$ cat src/paged_window_pkg.sv
// Purpose: Shared constants and types for the paged data window address extension.
// Assumes: 16-bit effective addresses, 10-bit page selectors, one core clock.
// Notes:   Register offsets are referenced by name only; the bench gives selector values as literals.
package paged_window_pkg;

   // ==========================================================================
   // Widths
   localparam int unsigned EA_W = 16;               // Effective address width
   localparam int unsigned SEL_W = 10;              // Page selector width
   localparam int unsigned REG_ADDR_W = 2;          // Register port address width
   localparam int unsigned REG_DATA_W = 16;         // Register port data width

   // ==========================================================================
   // Page selector landmarks
   localparam logic [9:0] SEL_INVALID = 10'h000;    // Page 0, traps in the window
   localparam logic [9:0] SEL_EDS_FIRST = 10'h001;  // First extended data page
   localparam logic [9:0] SEL_EDS_LAST = 10'h1FF;   // Last extended data page
   localparam logic [9:0] SEL_LSW_FIRST = 10'h200;  // First program lower-word page
   localparam logic [9:0] SEL_LSW_LAST = 10'h2FF;   // Last program lower-word page
   localparam logic [9:0] SEL_MSB_FIRST = 10'h300;  // First program upper-byte page
   localparam logic [9:0] SEL_MSB_LAST = 10'h3FF;   // Last program upper-byte page
   localparam logic [9:0] SEL_RESET = 10'h001;      // Selector value after reset
   localparam int unsigned WINDOW_BIT = 15;         // Address bit that opens the window

   // ==========================================================================
   // Register offsets and status bit positions
   localparam logic [1:0] REG_RD_SEL = 2'h0;        // Read page selector
   localparam logic [1:0] REG_WR_SEL = 2'h1;        // Write page selector
   localparam logic [1:0] REG_STATUS = 2'h2;        // Sticky trap causes, last crossing
   localparam logic [1:0] REG_LAST_EA = 2'h3;       // Last issued effective address
   localparam int unsigned ST_PAGE0 = 0;            // Window access with selector 0
   localparam int unsigned ST_PSWRITE = 1;          // Write toward program space
   localparam int unsigned ST_OVF = 2;              // Last access overflowed a page
   localparam int unsigned ST_UNF = 3;              // Last access underflowed a page

   // ==========================================================================
   // Addressing modes of the requesting address generator
   typedef enum logic [2:0] {
      MODE_PRE_MOD = 3'h0,
      MODE_POST_MOD = 3'h1,
      MODE_REG_OFFSET = 3'h2,
      MODE_MODULO = 3'h3,
      MODE_BIT_REV = 3'h4,
      MODE_DIRECT = 3'h5
   } addr_mode_t;

   // Target space of an issued access
   typedef enum logic [1:0] {
      SPACE_BASE = 2'h0,
      SPACE_EXT = 2'h1,
      SPACE_PROG = 2'h2
   } space_t;

   // Program-visible pages carry the top selector bit
   function automatic logic is_prog_page(input logic [9:0] sel);
      is_prog_page = sel[SEL_W-1];
   endfunction

endpackage

$ cat src/window_adjust_if.sv
// Purpose: Carries one access request to the boundary unit and its answer back.
// Assumes: Purely combinational path inside one clock cycle.
// Notes:   The top drives the request side and reads the answer side.
`timescale 1ns/100ps
interface window_adjust_if;
   import paged_window_pkg::*;
   logic [15:0] pre_ea;      // Address before modification
   logic [15:0] offset;      // Signed modification amount
   addr_mode_t mode;         // Addressing mode
   logic is_write;           // Access direction
   logic [9:0] sel;          // Selector of that direction
   logic [15:0] ea;          // Corrected effective address
   logic [9:0] sel_next;     // Selector after the access
   logic ovf;                // Page overflow seen
   logic unf;                // Page underflow seen
   logic trap_page0;         // Window access with selector 0
   logic trap_ps_write;      // Write into program space
   space_t space;            // Space the access lands in
   modport unit (input pre_ea, offset, mode, is_write, sel,
                 output ea, sel_next, ovf, unf, trap_page0, trap_ps_write, space);
   modport client (output pre_ea, offset, mode, is_write, sel,
                   input ea, sel_next, ovf, unf, trap_page0, trap_ps_write, space);
endinterface

$ cat src/paged_data_window_address_extension.sv
// Purpose: Paged data window address extension between address generator and data memory.
// Assumes: One access request per cycle from logic on core_clk; register port on the same clock.
// Notes:   Corrected access, page and trap leave one cycle after the request is taken.
//
// Contract
// - Separate read and write page selectors
// - Read one page, write another, one instruction
// - Crossing calculation clears window address bit
// - Crossing needs window start and pre/post mode
// - Overflow increments selector, sets window bit
// - Underflow decrements selector, sets window bit
// - Offset, modulo, bit-reversed wrap within page
// - Overflow from last extended page enters base
// - Read overflow 0x2FF advances to 0x300
// - Read overflow 0x3FF stays, enters base
// - Read underflow 0x001 stays, enters base
// - Read underflow 0x200 stays, enters base
// - Read underflow 0x300 steps to 0x2FF
// - Cleared window bit targets base data space
// - Window access with page 0 traps
// - Writes into program space trap
`timescale 1ns/100ps
module paged_data_window_address_extension
   import paged_window_pkg::*;
(
   input wire logic core_clk,
   input wire logic sys_rst,
   // Register port
   input wire logic [1:0] reg_addr,
   input wire logic [15:0] reg_wdata,
   input wire logic reg_wr,
   input wire logic reg_rd,
   output logic [15:0] reg_rdata,
   // Access request from the address generator
   input wire logic acc_req,
   input wire logic acc_is_write,
   input wire addr_mode_t acc_mode,
   input wire logic [15:0] acc_base_ea,
   input wire logic [15:0] acc_offset,
   // Corrected access toward data memory
   output logic mem_valid,
   output logic mem_write,
   output logic [15:0] mem_effective_address,
   output logic [9:0] mem_page,
   output space_t mem_space,
   // Exception request toward the core
   output logic addr_error_trap
);

   // ==========================================================================
   // State

   // Everything the block remembers, registered as one word
   typedef struct packed {
      logic [9:0] rd_sel;          // Read page selector
      logic [9:0] wr_sel;          // Write page selector
      logic out_valid;             // Issued access
      logic out_write;             // Issued access is a write
      logic [15:0] out_ea;         // Issued effective address
      logic [9:0] out_page;        // Page that goes with it
      space_t out_space;           // Space that goes with it
      logic trap;                  // Address error pulse
      logic [15:0] rdata;          // Register read answer
      logic sticky_page0;          // Page 0 trap seen
      logic sticky_ps_write;       // Program space write trap seen
      logic last_ovf;              // Last taken access overflowed
      logic last_unf;              // Last taken access underflowed
   } state_t;

   state_t state_reg;              // Current state
   state_t state_next;             // Next state
   logic [9:0] used_sel;           // Selector of the current direction
   logic trap_now;                 // Current request traps
   logic [15:0] status_word;       // Status register as read

   // Boundary unit request and answer
   window_adjust_if adj_if ();

   // ==========================================================================
   // Boundary unit

   // The read selector serves reads and the write selector serves writes
   assign used_sel = acc_is_write ? state_reg.wr_sel : state_reg.rd_sel;

   // Request side of the boundary unit
   assign adj_if.pre_ea = acc_base_ea;
   assign adj_if.offset = acc_offset;
   assign adj_if.mode = acc_mode;
   assign adj_if.is_write = acc_is_write;
   assign adj_if.sel = used_sel;

   // Crossing correction lives in its own unit so that its rules read in one place
   window_boundary_unit u_boundary (
      .port_if(adj_if.unit)
   );

   // Either trap cause on a taken request
   assign trap_now = acc_req && (adj_if.trap_page0 || adj_if.trap_ps_write);

   // Status word as software sees it; upper bits read as zero
   always_comb begin
      status_word = 16'h0000;
      status_word[ST_PAGE0] = state_reg.sticky_page0;
      status_word[ST_PSWRITE] = state_reg.sticky_ps_write;
      status_word[ST_OVF] = state_reg.last_ovf;
      status_word[ST_UNF] = state_reg.last_unf;
   end

   // ==========================================================================
   // Next state

   // All state changes are worked out here and registered below
   always_comb begin
      state_next = state_reg;

      // Access side: one result per request, held off when nothing is requested
      state_next.out_valid = 1'b0;
      state_next.trap = 1'b0;
      if (acc_req) begin
         // A trapped access never reaches memory, so a bad write cannot land
         state_next.out_valid = !trap_now;
         state_next.out_write = acc_is_write;
         state_next.out_ea = adj_if.ea;
         state_next.out_page = adj_if.sel_next;
         state_next.out_space = adj_if.space;
         // Pulse follows trap_now every cycle, so back-to-back trapping requests hold it high
         state_next.trap = trap_now;
         state_next.last_ovf = adj_if.ovf;
         state_next.last_unf = adj_if.unf;
         // Only the selector of this direction follows a page step
         if (!trap_now) begin
            if (acc_is_write) begin
               state_next.wr_sel = adj_if.sel_next;
            end else begin
               state_next.rd_sel = adj_if.sel_next;
            end
         end
      end

      // Software selector writes take precedence over a same-cycle page step,
      // so a reprogrammed page is never overwritten by a stale increment
      if (reg_wr) begin
         unique case (reg_addr)
            REG_RD_SEL: begin
               // Read page may point at extended or program space independently
               state_next.rd_sel = reg_wdata[9:0];
            end
            REG_WR_SEL: begin
               // Write page is kept apart so page-to-page moves need no reload
               state_next.wr_sel = reg_wdata[9:0];
            end
            REG_STATUS: begin
               // Write one to clear the sticky causes
               if (reg_wdata[ST_PAGE0]) begin
                  state_next.sticky_page0 = 1'b0;
               end
               if (reg_wdata[ST_PSWRITE]) begin
                  state_next.sticky_ps_write = 1'b0;
               end
            end
            REG_LAST_EA: begin
               // Read-only; write has no effect
            end
         endcase
      end

      // A trap arriving with a clear keeps its flag set
      if (acc_req && adj_if.trap_page0) begin
         state_next.sticky_page0 = 1'b1;
      end
      if (acc_req && adj_if.trap_ps_write) begin
         state_next.sticky_ps_write = 1'b1;
      end

      // Read answer stands for the one cycle after the strobe only
      state_next.rdata = 16'h0000;
      if (reg_rd) begin
         unique case (reg_addr)
            REG_RD_SEL: begin
               state_next.rdata = {6'h00, state_reg.rd_sel};
            end
            REG_WR_SEL: begin
               state_next.rdata = {6'h00, state_reg.wr_sel};
            end
            REG_STATUS: begin
               state_next.rdata = status_word;
            end
            REG_LAST_EA: begin
               state_next.rdata = state_reg.out_ea;
            end
         endcase
      end
   end

   // ==========================================================================
   // State register

   // Synchronous reset puts both selectors on the first extended page,
   // which is a legal page, so an early window access does not trap
   always_ff @(posedge core_clk) begin
      if (sys_rst) begin
         state_reg.rd_sel <= SEL_RESET;
         state_reg.wr_sel <= SEL_RESET;
         state_reg.out_valid <= 1'b0;
         state_reg.out_write <= 1'b0;
         state_reg.out_ea <= 16'h0000;
         state_reg.out_page <= SEL_RESET;
         state_reg.out_space <= SPACE_BASE;
         state_reg.trap <= 1'b0;
         state_reg.rdata <= 16'h0000;
         state_reg.sticky_page0 <= 1'b0;
         state_reg.sticky_ps_write <= 1'b0;
         state_reg.last_ovf <= 1'b0;
         state_reg.last_unf <= 1'b0;
      end else begin
         state_reg <= state_next;
      end
   end

   // ==========================================================================
   // Outputs, all straight from the state register

   assign reg_rdata = state_reg.rdata;
   assign mem_valid = state_reg.out_valid;
   assign mem_write = state_reg.out_write;
   assign mem_effective_address = state_reg.out_ea;
   assign mem_page = state_reg.out_page;
   assign mem_space = state_reg.out_space;
   assign addr_error_trap = state_reg.trap;

endmodule

$ cat src/window_boundary_unit.sv
// Purpose: Page crossing detection and boundary correction for one access.
// Assumes: Selector given is the one matching the access direction.
// Notes:   Combinational; the caller registers the result.
`timescale 1ns/100ps
module window_boundary_unit
   import paged_window_pkg::*;
(
   window_adjust_if.unit port_if
);

   logic [16:0] sum;   // Address plus sign-extended offset, with carry
   logic linear;       // Mode walks pages linearly
   logic wrapping;     // Mode wraps inside the current page

   // ==========================================================================
   // Crossing detection and correction
   always_comb begin
      sum = {1'b0, port_if.pre_ea} + {port_if.offset[15], port_if.offset};
      linear = (port_if.mode == MODE_PRE_MOD) || (port_if.mode == MODE_POST_MOD);
      wrapping = (port_if.mode == MODE_REG_OFFSET) || (port_if.mode == MODE_MODULO) ||
                 (port_if.mode == MODE_BIT_REV);
      // Crossing only counts when the start address lies in the window
      port_if.ovf = port_if.pre_ea[WINDOW_BIT] && sum[16] && (linear || wrapping);
      port_if.unf = port_if.pre_ea[WINDOW_BIT] && !sum[16] && !sum[WINDOW_BIT] &&
                    (linear || wrapping);
      // Raw result already has the window bit cleared on a crossing
      port_if.ea = sum[15:0];
      port_if.sel_next = port_if.sel;
      if (port_if.ovf && linear) begin
         if ((port_if.sel == SEL_EDS_LAST) || (port_if.sel == SEL_MSB_LAST)) begin
            // Top of a space: stay on the page and drop into base data space
            port_if.ea[WINDOW_BIT] = 1'b0;
         end else begin
            // Includes the lower-word to upper-byte step from the last lsw page
            port_if.sel_next = port_if.sel + 10'h001;
            port_if.ea[WINDOW_BIT] = 1'b1;
         end
      end else if (port_if.unf && linear) begin
         if ((port_if.sel == SEL_EDS_FIRST) || (port_if.sel == SEL_LSW_FIRST)) begin
            // Bottom of a space: stay on the page and drop into base data space
            port_if.ea[WINDOW_BIT] = 1'b0;
         end else begin
            // Includes the upper-byte to lower-word step back to the last lsw page
            port_if.sel_next = port_if.sel - 10'h001;
            port_if.ea[WINDOW_BIT] = 1'b1;
         end
      end else if (port_if.ovf || port_if.unf) begin
         // Wrap around inside the current page with the window bit set, selector untouched
         port_if.ea[WINDOW_BIT] = 1'b1;
      end
      // Traps judge the page the access really lands on
      port_if.trap_page0 = port_if.ea[WINDOW_BIT] && (port_if.sel_next == SEL_INVALID);
      port_if.trap_ps_write = port_if.ea[WINDOW_BIT] && port_if.is_write &&
                              is_prog_page(port_if.sel_next);
      if (!port_if.ea[WINDOW_BIT]) begin
         port_if.space = SPACE_BASE;
      end else if (is_prog_page(port_if.sel_next)) begin
         port_if.space = SPACE_PROG;
      end else begin
         port_if.space = SPACE_EXT;
      end
   end

endmodule

$ cat config.mk
export PLATFORM = sky130hd
export DESIGN_NAME = paged_data_window_address_extension
export DESIGN_NICKNAME = d
export VERILOG_FILES = /design/src/paged_window_pkg.sv /design/src/window_adjust_if.sv /design/src/paged_data_window_address_extension.sv /design/src/window_boundary_unit.sv
export SDC_FILE = /design/constraint.sdc
export NUM_CORES = 1
export LEC_CHECK = 0
export BUFFER_PORTS_ARGS = -buffer_cell sky130_fd_sc_hd__buf_2
export CAP_MARGIN = 25
export CELL_PAD_IN_SITES_DETAIL_PLACEMENT = 0
export CELL_PAD_IN_SITES_GLOBAL_PLACEMENT = 1
export CORE_ASPECT_RATIO = 1.75
export CORE_MARGIN = 8
export CORE_UTILIZATION = 25
export CTS_BUF_LIST = sky130_fd_sc_hd__clkbuf_4 sky130_fd_sc_hd__clkbuf_8
export CTS_CLUSTER_DIAMETER = 200
export DETAILED_ROUTE_END_ITERATION = 10
export MAX_ROUTING_LAYER = met4
export PLACE_DENSITY = 0.54
export SLEW_MARGIN = 30
export SYNTH_ARGS = -nofsm -noshare
export SYNTH_HDL_FRONTEND = slang
export SYNTH_SLANG_ARGS = --single-unit
$ cat constraint.sdc
create_clock -name core_clk -period 12.1 [get_ports core_clk]
set_clock_uncertainty 0.2 [all_clocks]
set_input_delay 2.42 -clock core_clk [delete_from_list [all_inputs] [get_ports core_clk]]
set_output_delay 2.42 -clock core_clk [all_outputs]
set_load 0.02 [all_outputs]
# Yosys cells after proc, flatten, opt, wreduce, memory -nomap -nowiden

Index checks and enable logic that the tools add are counted.

Memory bits (read-only): 0
Input bits: 59
Word-level logic and storage cells: 92
Bits in registers: 71
Memories: 0
Bits in writable memories: 0
Output and inout bits: 47
Latch bits: 0

Mux-type cells: 26
Eq/ne operators: 11
Bitwise operators: 2
$lt $le $gt $ge: 0
Multiply operators: 0
Shifts and indexed selects: 0
Div/mod/pow operators: 0
Reduce and logical (&&, ||, !) cells: 37
Add/sub/neg operators: 3

Operator list:

| operator              | count |
|---|---|
| $mux 10               | 9 |
| $pmux 16 s4           | 1 |
| $mux 51               | 1 |
| $mux 20               | 2 |
| $eq 10x10->1 const B  | 2 |
| $add 16x17->17        | 1 |
| $logic_and 1x1->1     | 13 |
| $reduce_bool 2->1     | 6 |
| $add 10x1->10 const B | 1 |
| $eq 10x1->1 const B   | 1 |
| $eq 10x9->1 const B   | 1 |
| $logic_not 10->1      | 1 |
| $sub 10x1->10 const B | 1 |
| $mux 1                | 9 |
| $logic_or 1x1->1      | 8 |
| $mux 2                | 4 |
| $eq 3x2->1 const B    | 2 |
| $reduce_and 3->1      | 2 |
| $eq 2x2->1 const B    | 2 |
| $reduce_or 2->1       | 2 |
| $eq 3x1->1 const B    | 1 |
| $eq 3x3->1 const B    | 1 |
| $logic_not 1->1       | 3 |
| $logic_not 3->1       | 1 |
| 3 further kinds       | 4 |

# Longest topological paths before layout

Depth after elaboration: 17
Gate-level depth with buffers: 16
Depth with buffers taken out: 14

# Hierarchy

Synthesis repeated with hierarchy kept, for this count alone.

Cells, all modules: 548
Area total of the unflattened synthesis: 4,794.6 um2

Modules (own cells, without submodules):

| module                              | area an instance (um2) | cells each | instances |
|---|---|---|---|
| paged_data_window_address_extension | 3,238.1                | 320        | 1 |
| window_boundary_unit                | 1,556.5                | 228        | 1 |

# Worst setup path before layout

Ideal clock, no wire load.

Kind: in2reg
Start point: input port acc_base_ea[0]
End point: register state_reg[62] (netlist name)
Path slack: 6,032 ps
Required time: 11,826 ps
Cell stages on the path: 16
Arrival: 5,794 ps
Path through: ha_1 > inv_1 > fa_1 > nand2b_1 > a21oi_1 > o21ai_0 > o21a_1 > nand2_1 > clkbuf_1 > o311ai_0 > o211a_1 > or4_1 > buf_2 > o41a_1 > nand3b_1 > a31oi_1

Longest elaborated chain between the ends: 17

RTL lines:

| what                                                             | line                                       | source |
|---|---|---|
| from (decl)                                                      | paged_data_window_address_extension.sv:38  | `input wire logic [15:0] acc_base_ea,` |
| $add 16x17->17 (*)                                               | window_boundary_unit.sv:18                 | `sum = {1'b0, port_if.pre_ea} + {port_if.offset[15], port_if.offset};` |
| parallel branches: the longest is 12 deep, another holds $mux 10 | -                                          |  |
| $mux 20 (*)                                                      | paged_data_window_address_extension.sv:131 | `if (!trap_now) begin` |
| $mux 51 (*)                                                      | paged_data_window_address_extension.sv:119 | `if (acc_req) begin` |
| $mux 10                                                          | paged_data_window_address_extension.sv:143 | `unique case (reg_addr)` |
| $mux 20 (*)                                                      | paged_data_window_address_extension.sv:142 | `if (reg_wr) begin` |
| to (signal assigned)                                             | paged_data_window_address_extension.sv:216 | `state_reg <= state_next;` |
| to (decl)                                                        | paged_data_window_address_extension.sv:70  | `state_t state_reg;` |

Every way passes the cells marked *.
A chain may end at the register's enable or synchronous reset.

# Final worst setup path

Start point: input port acc_base_ea[0]
End point: register state_reg[57] (netlist name)

Same word-level chain as after synthesis.

==> key figures <==
Status
  • Outcome: finished, final reports clean

Synthesis
  • Syn Inst Count: 622
  • Synth Flop Type: dfxtp_1
  • Netlist cell types: 71
  • Async S/R FF share, synth: 0%
  • Number of synthesized flops with an enable pin: 0
  • Ys Warns: 0
  • Part of the Yosys area used for sequential elements: 28.6%
  • Avg Inst Size Synth: 7.98 um2
  • Mapped Nets: 701
  • Synth top area cells: dfxtp_1 29%, buf_4 6.8%, mux2i_1 6.5%
  • Post-Syn Area: 4960 um2
  • Synth top area share: 28.6%
  • Leading area contributor after synthesis: dfxtp_1
  • Number of synthesized register bits: 71

Cells and area
  • Register area: 1420 um2
  • Final instance count without filler cells: 912
  • Fraction of layout cells with a size suffix above 1: 20.4%
  • Layout area overhead: 11.0%
  • Largest register FFs: 24
  • Fill cells: 2182
  • Commonest non-fill, non-tap cell in the layout: buf_2
  • Area occupied by multi-input gates: 3060 um2
  • Final instance area: 5510 um2
  • Final core utilization: 28.2%
  • Ant. Diodes: 0
  • Final nets: 741
  • Most frequent cells in the layout: 99 x buf_2, 79 x nor2_1, 71 x dfxtp_1, 53 x a21oi_1, 49 x nand2_1

STA
  • Hold Vio Cnt, Final: 0
  • Tmin final: 6.68 ns
  • RSZ-0062 raised after global routing: no
  • Finish-stage setup viols: 0
  • Setup TNS: 0 ns
  • Max-slew headroom at the worst pin: 38.8%
  • Worst-Margin Slew: 0.917 ns
  • Worst Slack Setup Final: 5.42 ns
  • Final Max Slew Viols: 0
  • Hold slack: 0.259 ns
  • Final period util: 55.2%
  • Max Fclk: 0.150 GHz

Die
  • Die ar.: 24800 um2
  • Row count: 68
  • Die Span Y: 202 um
  • Die width: 123 um
  • IO Pins: 106
  • Placeable Area: 19600 um2
  • Initial Util: 25.4%

Place
  • Detail Placement HPWL: 14600 um
  • DP Area: 5340 um2
  • Placed Cells: 896
  • Pre-CTS setup slack: 5.01 ns
  • IO buf count: 99
  • GP Congestion: 0.863

Clock tree
  • Post-cts sizing count: 0
  • Worst skew pair latency: 0.37 ns
  • CTS tree: done
  • Reg clk slew, reported paths: 0.08 ns
  • Root Buffer: clkbuf_8
  • CTS sink count: 71
  • TritonCTS Buffers: 9
  • Post-CTS Repair Setup Buffers: 0
  • Bufs on Longest Clock Path: 2
  • Hold-fix buffers, CTS: 0
  • CTS H-tree depth: 3

Critical path
  • Critical path type: in2reg
  • Worst path required time: 12.19 ns
  • R2r endpoint: state_reg[57]
  • Reg2reg setup slack: 7.74 ns
  • Crit-path max FO: 10
  • Worst Setup End Kind: register
  • CP Launch Type: input port
  • Reg2Reg Depth: 14
  • Worst r2r src: state_reg[52]
  • CP Data Arrival Time: 6.77 ns

Pwr
  • Pwr dens: 113 nW/um2
  • Power Total: 0.624 mW
  • VDD IR-drop max: 0.0597 mV
  • Leakage: 2.36 nW

Global route
  • First-pass GRT wire length: 27900 um
  • Vias in the first global route: 4729
  • Gr usage total: 15.3%
  • Initial antenna violation count: 0
  • Grt total ovfl: 0
  • Maximum number of pins on one net before global-route repair: 44

Flow run
  • Max-Cap Viols: 0

Route
  • Drt pass-1 iters: 5
  • Initial DRC count: 330
  • Routed WL per cell: 19.9 um
  • Routed WL: 18100 um
  • Antenna Nets Post-Route: 0
  • Vias/cell: 5.08
  • Residual DRC: 0
  • Via Count: 4633

Hold path
  • Hold Crit Endpoint: mem_space[1]
  • Hold path cells: 2
  • Worst Hold Launch: mem_space[1]
  • HP Class: reg2reg
-- final cells by class --
type,instances,area share [%]
Timing Repair Buffer,101,9.26
Tap cell,245,5.56
Clock buffer,10,2.38
Multi-Input combinational cell,468,55.4
Inverter,11,0.749
Sequential cell,71,25.8
Clock inverter,6,0.817
-- Yosys cell counts, types with 11 or more instances --
cell / number
a211oi_1: 11
a21oi_1: 53
and3_1: 11
buf_4: 45
clkbuf_1: 20
dfxtp_1: 71
ha_1: 19
mux2i_1: 32
nand2_1: 49
nand2b_1: 12
nand3_1: 14
nor2_1: 79
nor3_1: 12
o21ai_0: 31
xnor2_1: 16
-- critical path: stages --
cell,delay [ns]
buf_2,0.10
ha_1,0.23
inv_1,0.08
fa_1,0.19
nand2b_1,0.14
a21oi_1,0.11
o21ai_0,0.51
o21ai_1,0.24
nor2_1,0.71
mux2i_2,0.37
xnor2_1,0.13
or4_1,0.61
nor3_2,0.60
o21ai_0,0.17
a31oi_1,0.18
-- worst max path at each step --
stage / from / endpoint / slack, ns / cells after the start
floorplan: acc_base_ea[0] / state_reg[62] / 6.03 / 16
global route: acc_base_ea[0] / state_reg[57] / 5.06 / 15
detailed placement: acc_base_ea[0] / state_reg[54] / 5.01 / 15
CTS: acc_base_ea[0] / state_reg[59] / 5.42 / 15
global placement: acc_base_ea[0] / state_reg[58] / 5.08 / 15
finish: acc_base_ea[0] / state_reg[57] / 5.42 / 15
-- power breakdown --
group	internal, mW	switching (mW)
Clock	0.0773	0.103
Combinational	0.0657	0.116
Sequential	0.248	0.0143
Total	0.391	0.233
-- cells by family after synthesis --
group | count (synthesis) | share of synthesized area [%]
AOI/OAI and AO/OA | 163 | 21.4
xor gates and xnor gates | 21 | 3.70
adders and majority gates | 20 | 5.19
buffers and inverters | 83 | 9.80
DFF | 71 | 28.6
muxes | 40 | 9.22
and+or+nand+nor | 224 | 22.0
-- routing by layer --
metal / global-route usage, % / up-vias / wire (um)
met5: - / - / 0
li1: - / 2285 / -
met1: 15.1 / 2186 / 6740
met2: 28.4 / 138 / 10000
met3: 2.32 / 24 / 756
met4: 7.18 / 0 / 593
No activity file was read; power rests on OpenSTA's default activity.
